$ cat config.mk
export PLATFORM = sky130hd
export DESIGN_NAME = fifo_channel
export DESIGN_NICKNAME = d
export VERILOG_FILES = /design/src/fifo_channel_pkg.sv /design/src/fifo_channel.sv
export VERILOG_INCLUDE_DIRS = /design/src
export SDC_FILE = /design/constraint.sdc
export NUM_CORES = 2
export LEC_CHECK = 0
export BUFFER_PORTS_ARGS = -buffer_cell sky130_fd_sc_hd__buf_2
export CAP_MARGIN = 25
export CORE_MARGIN = 4
export CORE_UTILIZATION = 45
export CTS_CLUSTER_SIZE = 24
export DETAILED_ROUTE_END_ITERATION = 10
export HOLD_SLACK_MARGIN = 0.02
export PLACE_DENSITY_LB_ADDON = 0.1
export SYNTH_ARGS = -nofsm -noshare
export SYNTH_HDL_FRONTEND = slang
export SYNTH_SLANG_ARGS = --single-unit
$ cat constraint.sdc
create_clock -name core_clk -period 6.4 [get_ports core_clk]
set_clock_uncertainty 0.05 [all_clocks]
set_input_delay 0.64 -clock core_clk [delete_from_list [all_inputs] [get_ports core_clk]]
set_output_delay 0.64 -clock core_clk [all_outputs]
set_load 0.005 [all_outputs]
$ cat src/fifo_channel_consts.svh
// Purpose: timing, reset and field constants for one FIFO channel
// Assumes: included by its bare name from the package and the channel module
// Notes: offset register indices follow the load and read-back order
`ifndef FIFO_CHANNEL_CONSTS_SVH
`define FIFO_CHANNEL_CONSTS_SVH

// Word and offset widths
`define WORD_W 9
`define OFS_W 8
`define OFS_COUNT 4
`define OFS_SEL_W 2

// Default channel depth in words
`define DEPTH_DEFAULT 256

// Core clock period in ns (25 MHz)
`define CORE_CLK_NS 40

// Offset register indices, in load order
`define OFS_EMPTY_LOW 2'h0
`define OFS_EMPTY_HIGH 2'h1
`define OFS_FULL_LOW 2'h2
`define OFS_FULL_HIGH 2'h3

// Offset reset values: each offset defaults to seven
`define OFS_LOW_RESET 8'h07
`define OFS_HIGH_RESET 8'h00

// Output register reset value
`define OUT_RESET 9'h000

`endif

$ cat src/fifo_channel_pkg.sv
// Purpose: types shared by the FIFO channel
// Assumes: constants come from fifo_channel_consts.svh
// Notes: the pin bundle is synchronised as one unit
`include "fifo_channel_consts.svh"

package fifo_channel_pkg;

  // Configuration chosen while the channel is held in reset
  typedef enum logic {
    MODE_PROG,
    MODE_TWO_WE
  } chan_mode_t;

  // All pins that arrive from outside the core clock domain
  typedef struct packed {
    logic wclk;
    logic rclk;
    logic wen1_n;
    logic we2_ld;
    logic ren1_n;
    logic ren2_n;
    logic oe_n;
    logic rst_n;
    logic [`WORD_W-1:0] din;
  } pin_bundle_t;

endpackage

$ cat src/fifo_channel.sv
// Purpose: one channel of a dual-clock 9-bit FIFO with programmable flags
// Assumes: write and read clocks are pins sampled by core_clk, well below its rate
// Notes: all pins pass two flip-flops together, so data stays aligned to its clock edge
`timescale 1ns/1ps
`include "fifo_channel_consts.svh"

// Overview of operation
// - Nine-bit write and read words, separate buses
// - Channel reset returns both pointers to zero
// - Reset sets flags, zeroes output, restores offsets
// - Writes and full flags follow write clock
// - Write and read clocks independent or shared
// - Programmable mode: primary enable alone gates writes
// - Full channel drives full low, ignores writes
// - A read from full releases full flag
// - Both read enables low loads next word
// - Either read enable high holds output
// - Empty channel drives empty low, ignores reads
// - Write into empty channel raises empty flag
// - Empty flags follow the read clock
// - Output enable low drives bus, high floats
// - Second enable sampled at reset picks mode
// - Two-enable mode: primary low, second high writes
// - Four eight-bit offset registers, load and readback
// - Load sequence empty low/high, full low/high, wrap
// - Partial load resumes at next offset register
// - Offset readback uses the same sequence
// - Both offsets default to seven
// - Full flag low at depth words stored
// - Almost-full low at depth minus full offset
// - Almost-empty low up to empty offset words
module fifo_channel
  import fifo_channel_pkg::*;
#(
  parameter int DEPTH = `DEPTH_DEFAULT
) (
  input wire logic core_clk, // System clock
  input wire logic nrst, // Asynchronous reset, active low
  input wire logic [`WORD_W-1:0] write_word_in, // Write data pins
  input wire logic write_clock, // Write clock pin
  input wire logic read_clock, // Read clock pin
  input wire logic primary_write_enable_n, // Primary write enable
  input wire logic second_enable_or_load, // Second enable or load
  input wire logic first_read_enable_n, // First read enable
  input wire logic second_read_enable_n, // Second read enable
  input wire logic output_drive_enable_n, // Output enable pin
  input wire logic second_channel_reset_n, // Channel reset pin
  output logic [`WORD_W-1:0] read_word_out, // Output register
  output logic read_word_oe, // High while the bus is driven
  output logic full_flag_n, // Full, active low
  output logic empty_flag_n, // Empty, active low
  output logic almost_full_flag_n, // Almost full, active low
  output logic almost_empty_flag_n // Almost empty, active low
);

  localparam int AW = (DEPTH > 1) ? $clog2(DEPTH) : 1;
  localparam int CW = AW + 1;
  localparam int XW = 17;
  localparam logic [AW-1:0] LAST_PTR = AW'(DEPTH - 1);
  localparam logic [CW-1:0] DEPTH_CNT = CW'(DEPTH);
  localparam logic [XW-1:0] DEPTH_X = XW'(DEPTH);

  //////////////////////////////////////////////////////////////////////////////
  // Pin synchronisation and clock edge detection

  pin_bundle_t pins_raw;
  pin_bundle_t sync1_q;
  pin_bundle_t sync2_q;
  pin_bundle_t prev_q;

  // Sync flops reset to each pin's idle level, so no false edge or drive follows
  // reset; the channel reset pin reads active, holding the channel in reset, and load low reads active in programmable mode.
  localparam pin_bundle_t PINS_IDLE = '{
    wclk: 1'b0,
    rclk: 1'b0,
    wen1_n: 1'b1,
    we2_ld: 1'b0,
    ren1_n: 1'b1,
    ren2_n: 1'b1,
    oe_n: 1'b1,
    rst_n: 1'b0,
    din: '0
  };

  assign pins_raw = '{
    wclk: write_clock,
    rclk: read_clock,
    wen1_n: primary_write_enable_n,
    we2_ld: second_enable_or_load,
    ren1_n: first_read_enable_n,
    ren2_n: second_read_enable_n,
    oe_n: output_drive_enable_n,
    rst_n: second_channel_reset_n,
    din: write_word_in
  };

  always_ff @(posedge core_clk or negedge nrst) begin
    if (!nrst) begin
      sync1_q <= PINS_IDLE;
      sync2_q <= PINS_IDLE;
      prev_q <= PINS_IDLE;
    end else begin
      sync1_q <= pins_raw;
      sync2_q <= sync1_q;
      prev_q <= sync2_q;
    end
  end

  // Each pin clock is just a sampled level; its rise becomes a one-cycle enable.
  // Shared or unrelated clocks both work, since each side only sees its own edge.
  wire wr_edge = sync2_q.wclk & ~prev_q.wclk;
  wire rd_edge = sync2_q.rclk & ~prev_q.rclk;
  wire chan_rst = ~sync2_q.rst_n;

  //////////////////////////////////////////////////////////////////////////////
  // Configuration and request decode

  chan_mode_t mode_q;

  always_ff @(posedge core_clk or negedge nrst) begin
    if (!nrst) begin
      mode_q <= MODE_PROG;
    end else if (chan_rst) begin
      mode_q <= sync2_q.we2_ld ? MODE_TWO_WE : MODE_PROG;
    end
  end

  logic full_q;
  logic empty_q;
  logic afull_q;
  logic aempty_q;

  wire prog_mode = (mode_q == MODE_PROG);
  wire load_active = prog_mode & ~sync2_q.we2_ld;
  wire write_en = prog_mode ? ~sync2_q.wen1_n
                            : (~sync2_q.wen1_n & sync2_q.we2_ld);
  wire read_en = ~sync2_q.ren1_n & ~sync2_q.ren2_n;

  // Full and empty gate on the flags: the count can only move toward
  // safety between edges of the flag's own side, so the flags never lie.
  wire fifo_wr = wr_edge & ~chan_rst & ~load_active & write_en & full_q;
  wire fifo_rd = rd_edge & ~chan_rst & ~load_active & read_en & empty_q;
  wire ofs_wr = wr_edge & ~chan_rst & load_active & ~sync2_q.wen1_n;
  wire ofs_rd = rd_edge & ~chan_rst & load_active & read_en;

  //////////////////////////////////////////////////////////////////////////////
  // Offset registers

  logic [`OFS_W-1:0] ofs_q [`OFS_COUNT];
  logic [`OFS_SEL_W-1:0] ofs_wr_sel_q;
  logic [`OFS_SEL_W-1:0] ofs_rd_sel_q;

  // Each entry resets to its default and loads from the low data bits.
  for (genvar i = 0; i < `OFS_COUNT; i++) begin : g_ofs
    localparam logic [`OFS_SEL_W-1:0] IDX = `OFS_SEL_W'(i);
    localparam logic [`OFS_W-1:0] RST_VAL =
      (IDX == `OFS_EMPTY_LOW || IDX == `OFS_FULL_LOW) ? `OFS_LOW_RESET
                                                      : `OFS_HIGH_RESET;
    always_ff @(posedge core_clk or negedge nrst) begin
      if (!nrst) begin
        ofs_q[i] <= RST_VAL;
      end else if (chan_rst) begin
        ofs_q[i] <= RST_VAL;
      end else if (ofs_wr && ofs_wr_sel_q == IDX) begin
        ofs_q[i] <= sync2_q.din[`OFS_W-1:0];
      end
    end
  end

  // Selectors keep their place when load goes high, so a later load resumes.
  always_ff @(posedge core_clk or negedge nrst) begin
    if (!nrst) begin
      ofs_wr_sel_q <= `OFS_EMPTY_LOW;
      ofs_rd_sel_q <= `OFS_EMPTY_LOW;
    end else if (chan_rst) begin
      ofs_wr_sel_q <= `OFS_EMPTY_LOW;
      ofs_rd_sel_q <= `OFS_EMPTY_LOW;
    end else begin
      if (ofs_wr) begin
        ofs_wr_sel_q <= ofs_wr_sel_q + 2'h1;
      end
      if (ofs_rd) begin
        ofs_rd_sel_q <= ofs_rd_sel_q + 2'h1;
      end
    end
  end

  wire [15:0] empty_ofs = {ofs_q[`OFS_EMPTY_HIGH], ofs_q[`OFS_EMPTY_LOW]};
  wire [15:0] full_ofs = {ofs_q[`OFS_FULL_HIGH], ofs_q[`OFS_FULL_LOW]};

  //////////////////////////////////////////////////////////////////////////////
  // Storage, pointers and word count

  logic [`WORD_W-1:0] mem_q [DEPTH];
  logic [AW-1:0] wptr_q;
  logic [AW-1:0] rptr_q;
  logic [CW-1:0] count_q;

  wire [AW-1:0] wptr_inc = (wptr_q == LAST_PTR) ? '0 : wptr_q + AW'(1);
  wire [AW-1:0] rptr_inc = (rptr_q == LAST_PTR) ? '0 : rptr_q + AW'(1);
  wire [CW-1:0] count_d = count_q + CW'(fifo_wr) - CW'(fifo_rd);

  // Storage has no reset; stale words are never visible past the pointers.
  always_ff @(posedge core_clk) begin
    if (fifo_wr) begin
      mem_q[wptr_q] <= sync2_q.din;
    end
  end

  always_ff @(posedge core_clk or negedge nrst) begin
    if (!nrst) begin
      wptr_q <= '0;
      rptr_q <= '0;
      count_q <= '0;
    end else if (chan_rst) begin
      wptr_q <= '0;
      rptr_q <= '0;
      count_q <= '0;
    end else begin
      if (fifo_wr) begin
        wptr_q <= wptr_inc;
      end
      if (fifo_rd) begin
        rptr_q <= rptr_inc;
      end
      count_q <= count_d;
    end
  end

  //////////////////////////////////////////////////////////////////////////////
  // Flags: write-side flags move on write edges, read-side on read edges

  wire [XW-1:0] count_x = XW'(count_d);
  wire full_now = (count_d == DEPTH_CNT);
  wire afull_now = (count_x + XW'(full_ofs)) >= DEPTH_X;
  wire empty_now = (count_d == '0);
  wire aempty_now = count_x <= XW'(empty_ofs);

  always_ff @(posedge core_clk or negedge nrst) begin
    if (!nrst) begin
      full_q <= 1'b1;
      afull_q <= 1'b1;
    end else if (chan_rst) begin
      full_q <= 1'b1;
      afull_q <= 1'b1;
    end else if (wr_edge) begin
      full_q <= ~full_now;
      afull_q <= ~afull_now;
    end
  end

  always_ff @(posedge core_clk or negedge nrst) begin
    if (!nrst) begin
      empty_q <= 1'b0;
      aempty_q <= 1'b0;
    end else if (chan_rst) begin
      empty_q <= 1'b0;
      aempty_q <= 1'b0;
    end else if (rd_edge) begin
      empty_q <= ~empty_now;
      aempty_q <= ~aempty_now;
    end
  end

  //////////////////////////////////////////////////////////////////////////////
  // Output register and bus drive

  logic [`WORD_W-1:0] out_q;
  logic oe_q;

  wire [`WORD_W-1:0] ofs_word = {1'b0, ofs_q[ofs_rd_sel_q]};

  always_ff @(posedge core_clk or negedge nrst) begin
    if (!nrst) begin
      out_q <= `OUT_RESET;
    end else if (chan_rst) begin
      out_q <= `OUT_RESET;
    end else if (fifo_rd) begin
      out_q <= mem_q[rptr_q];
    end else if (ofs_rd) begin
      out_q <= ofs_word;
    end
  end

  // The pad itself floats the bus; this only tells it when to drive.
  always_ff @(posedge core_clk or negedge nrst) begin
    if (!nrst) begin
      oe_q <= 1'b0;
    end else begin
      oe_q <= ~sync2_q.oe_n;
    end
  end

  assign read_word_out = out_q;
  assign read_word_oe = oe_q;
  assign full_flag_n = full_q;
  assign empty_flag_n = empty_q;
  assign almost_full_flag_n = afull_q;
  assign almost_empty_flag_n = aempty_q;

endmodule

==> impl_metrics.py <==
metrics = {
    "layout": {
        "layout-drive-gt1-share_pct": 22.5,
        "layout_common_cells": "edfxtp_1 (2304), mux4_2 (549), nor2_1 (295), clkbuf_16 (281), nand2_1 (203)",
        "n_fill_cell": 16800,
        "utilization_pct": 50.9,
        "final_nets": 4907,
        "fin_area_um2": 107000,
        "mostFrequentLayoutCell": "edfxtp_1",
        "syn_to_final_growth_pct": 12.7,
        "fin_cells": 7849,
    },
    "critical_path": {
        "crit_start": "prev_q[15]$_DFF_PN0_",
        "start_kind": "flip-flop",
        "cp_max_fo": 19,
        "cp_top_family": "compound AO/OA/AOI/OAI gates",
        "rr_endpoint": "almost_full_flag_n$_DFFE_PN1P_",
        "critPathMaxStageDelay_ps": 460,
        "arrival_ps": 6410,
        "critPathKind": "reg2reg",
        "rr_startpoint": "prev_q[15]$_DFF_PN0_",
        "crit_buf_inv": 4,
        "ff2ff_setup_slack_ps": 720,
        "cp.required_ps": 7130,
        "reg2reg_depth": 26,
        "crit_slowest_cell": "fa_1",
        "crit_path_end": "almost_full_flag_n$_DFFE_PN1P_",
        "cp.depth": 26,
        "end_kind": "flip-flop",
    },
    "sta": {
        "finalSetupViolCount": 0,
        "tightest_slew_ps": 1340,
        "fin_crit_sh_pct": 88.7,
        "period_minus_slack_ps": 5680,
        "fmax_mhz": 176,
        "tns_ps": 0,
        "slew-limit-headroom_pct": 10.7,
        "drv_slew": 0,
        "hold_violations": 0,
        "grt_setup_unrepaired": "no",
    },
    "clock_tree": {
        "root_buffer": "clkbuf_16",
        "cts_sinks": 2416,
        "cts_tree": "built",
        "postCtsSetupRepairBufs": 0,
        "clock_latency_ps": 920,
        "htree_levels": 5,
        "numCtsBuffers": 274,
        "cts.reportedPaths.clkPinSlew_ps": 60,
        "cts_buffer_depth": 4,
    },
    "outcome": {
        "status": "finished clean",
    },
    "routing": {
        "via_per_inst": 6.05,
        "drt_first_pass_iters": 5,
        "vias": 47500,
        "avgRoutedWirePerCell_um": 34.0,
        "drtIter0Drc": 5471,
        "route.detailed.drc": 0,
        "drtAntennaViolNets": 0,
        "routed_wl_um": 267000,
    },
    "placed_design": {
        "dpl.cell_count": 7355,
        "place_congestion": 0.847,
        "hpwl_um": 159000,
        "placed_cell_area_um2": 98200,
        "place.port_buffers": 32,
    },
    "global_route": {
        "grt_use_total_pct": 24.6,
        "overflow": 0,
        "grt_pass1_vias": 47900,
        "grt_pass1_wl_um": 377000,
        "antenna_found_initial": 15,
        "grt_max_degree": 181,
    },
    "synthesis": {
        "ys_seq_area_share_pct": 76.1,
        "synth_ff_type": "edfxtp_1",
        "async_flop_share_pct": 4.64,
        "synth_edf_count": 2304,
        "syn-cell-area_um2": 94600,
        "synth_nets": 4707,
        "yosys_warnings": 0,
        "ys_seq_elements": 2416,
        "syn_inst": 4650,
        "ys_types": 71,
        "syn_avg_cell_area_um2": 20.3,
    },
    "floorplan": {
        "dieArea_um2": 218000,
        "coreArea_um2": 209000,
        "start_util_pct": 45.2,
        "io_pins": 33,
        "dieWidth_um": 467,
        "die_height_um": 467,
        "rows": 168,
    },
    "power_and_ir_drop": {
        "p_leak_nw": 32.7,
        "power_density_nw_per_um2": 308,
        "vdd_drop_max_mv": 0.287,
    },
    "flow_run": {
        "cap_violations": 0,
    },
    "hold_path": {
        "hold_class": "reg2reg",
    },
}
==> metrics by stage <==
| step | hold WS, ps | setup WS (ps) | total power [mW] |
|---|---|---|---|
| 2_1_floorplan | 281 | 1490 | 18.3 |
| 3_3_place_gp | 283 | 702 | 18.6 |
| 3_5_place_dp | 285 | 772 | 18.6 |
| 4_1_cts | 280 | 720 | 33.1 |
| 5_1_grt | 301 | 105 | 33.9 |
| 6_report | 300 | 720 | 32.8 |
==> layout make-up <==
type / instances / area, um^2 / area share, %
diodes: 9 / 22.5 / 0.0211
clock buffers: 359 / 7340 / 6.89
clock inverters: 102 / 768 / 0.721
inverters: 32 / 128 / 0.120
multi-input cells: 1933 / 21000 / 19.7
flip-flops and latches: 2416 / 72100 / 67.6
well taps: 2805 / 3510 / 3.29
repair buffers: 193 / 1790 / 1.68
==> logic make-up after synthesis <==
logic type	Yosys count	synth area share, %
DFF	2416	76.1
muxes	728	15.0
and+or+nand+nor	699	3.17
AOI/OAI and AO/OA	452	3.27
buffers and inverters	301	1.83
adders and majority gates	38	0.518
xor gates and xnor gates	16	0.148
==> registers in the layout, summed over array words and instances (netlist names), 2 cells and up <==
signal	cells
rptr_q	8
sync2_q	17
mem_q	2304
ofs_rd_sel_q	2
sync1_q	17
ofs_wr_sel_q	2
prev_q	2
count_q	9
wptr_q	8
full_ofs	16
read_word_out	9
empty_ofs	16
==> Yosys cell counts, types with 6 or more instances <==
cell / number / area, um^2
edfxtp_1: 2304 / 69200
mux4_2: 549 / 12400
nor2_1: 298 / 1120
nand2_1: 219 / 822
mux2i_1: 168 / 1680
clkbuf_1: 120 / 450
dfrtp_1: 96 / 2400
a21oi_1: 75 / 375
buf_2: 72 / 360
o21ai_0: 70 / 350
a22oi_1: 62 / 465
nand3_1: 57 / 285
buf_6: 40 / 450
ha_1: 36 / 450
o22ai_1: 35 / 219
inv_1: 31 / 116
a221oi_1: 29 / 254
a31oi_1: 26 / 163
nor3_1: 24 / 120
a211oi_1: 22 / 165
nor2b_1: 22 / 138
and2_1: 21 / 131
buf_4: 17 / 128
dfstp_2: 16 / 420
o221ai_1: 16 / 140
nand2b_1: 15 / 93.8
a22o_1: 14 / 123
nand4_1: 14 / 87.6
a21boi_0: 13 / 97.6
o211ai_1: 13 / 97.6
xnor2_1: 13 / 114
mux2_2: 11 / 124
o21ai_1: 11 / 55.1
a2111oi_0: 10 / 87.6
buf_8: 10 / 150
buf_1: 8 / 30.0
nor4_1: 7 / 43.8
o21a_1: 7 / 52.6
a21o_1: 6 / 45.0
==> what timing repair did <==
item / CTS / global route
hold buffers: 18 / 0
endpoints found under the hold margin: 62 / 0
resized for setup: 0 / 0
==> how the worst min path moves through the flow <==
stage                      startpoint                    to  cells after the start
4_1_cts              write_word_in[4]  sync1_q[4]$_DFF_PN0_                      2
2_1_floorplan    sync1_q[0]$_DFF_PN0_  sync2_q[0]$_DFF_PN0_                      0
6_report         sync1_q[3]$_DFF_PN0_  sync2_q[3]$_DFF_PN0_                      0
3_3_place_gp     sync1_q[3]$_DFF_PN0_  sync2_q[3]$_DFF_PN0_                      0
5_1_grt        second_channel_reset_n  sync1_q[9]$_DFF_PN0_                      2
3_5_place_dp     sync1_q[3]$_DFF_PN0_  sync2_q[3]$_DFF_PN0_                      0
==> per-layer routing <==
metal | GRT usage [%] | vias to the layer above | wire length (um)
li1 | - | 19600 | -
met1 | 35.6 | 25700 | 113000
met2 | 37.7 | 1839 | 125000
met3 | 4.90 | 434 | 19100
met4 | 8.28 | 2 | 8990
met5 | 0 | - | 17
==> power by group <==
part / internal (mW) / switching, mW
clock network: 8.51 / 6.06
logic: 0.264 / 0.561
registers: 17.4 / 0.0721
total: 26.1 / 6.69
Power figures use the tool's default switching activity.
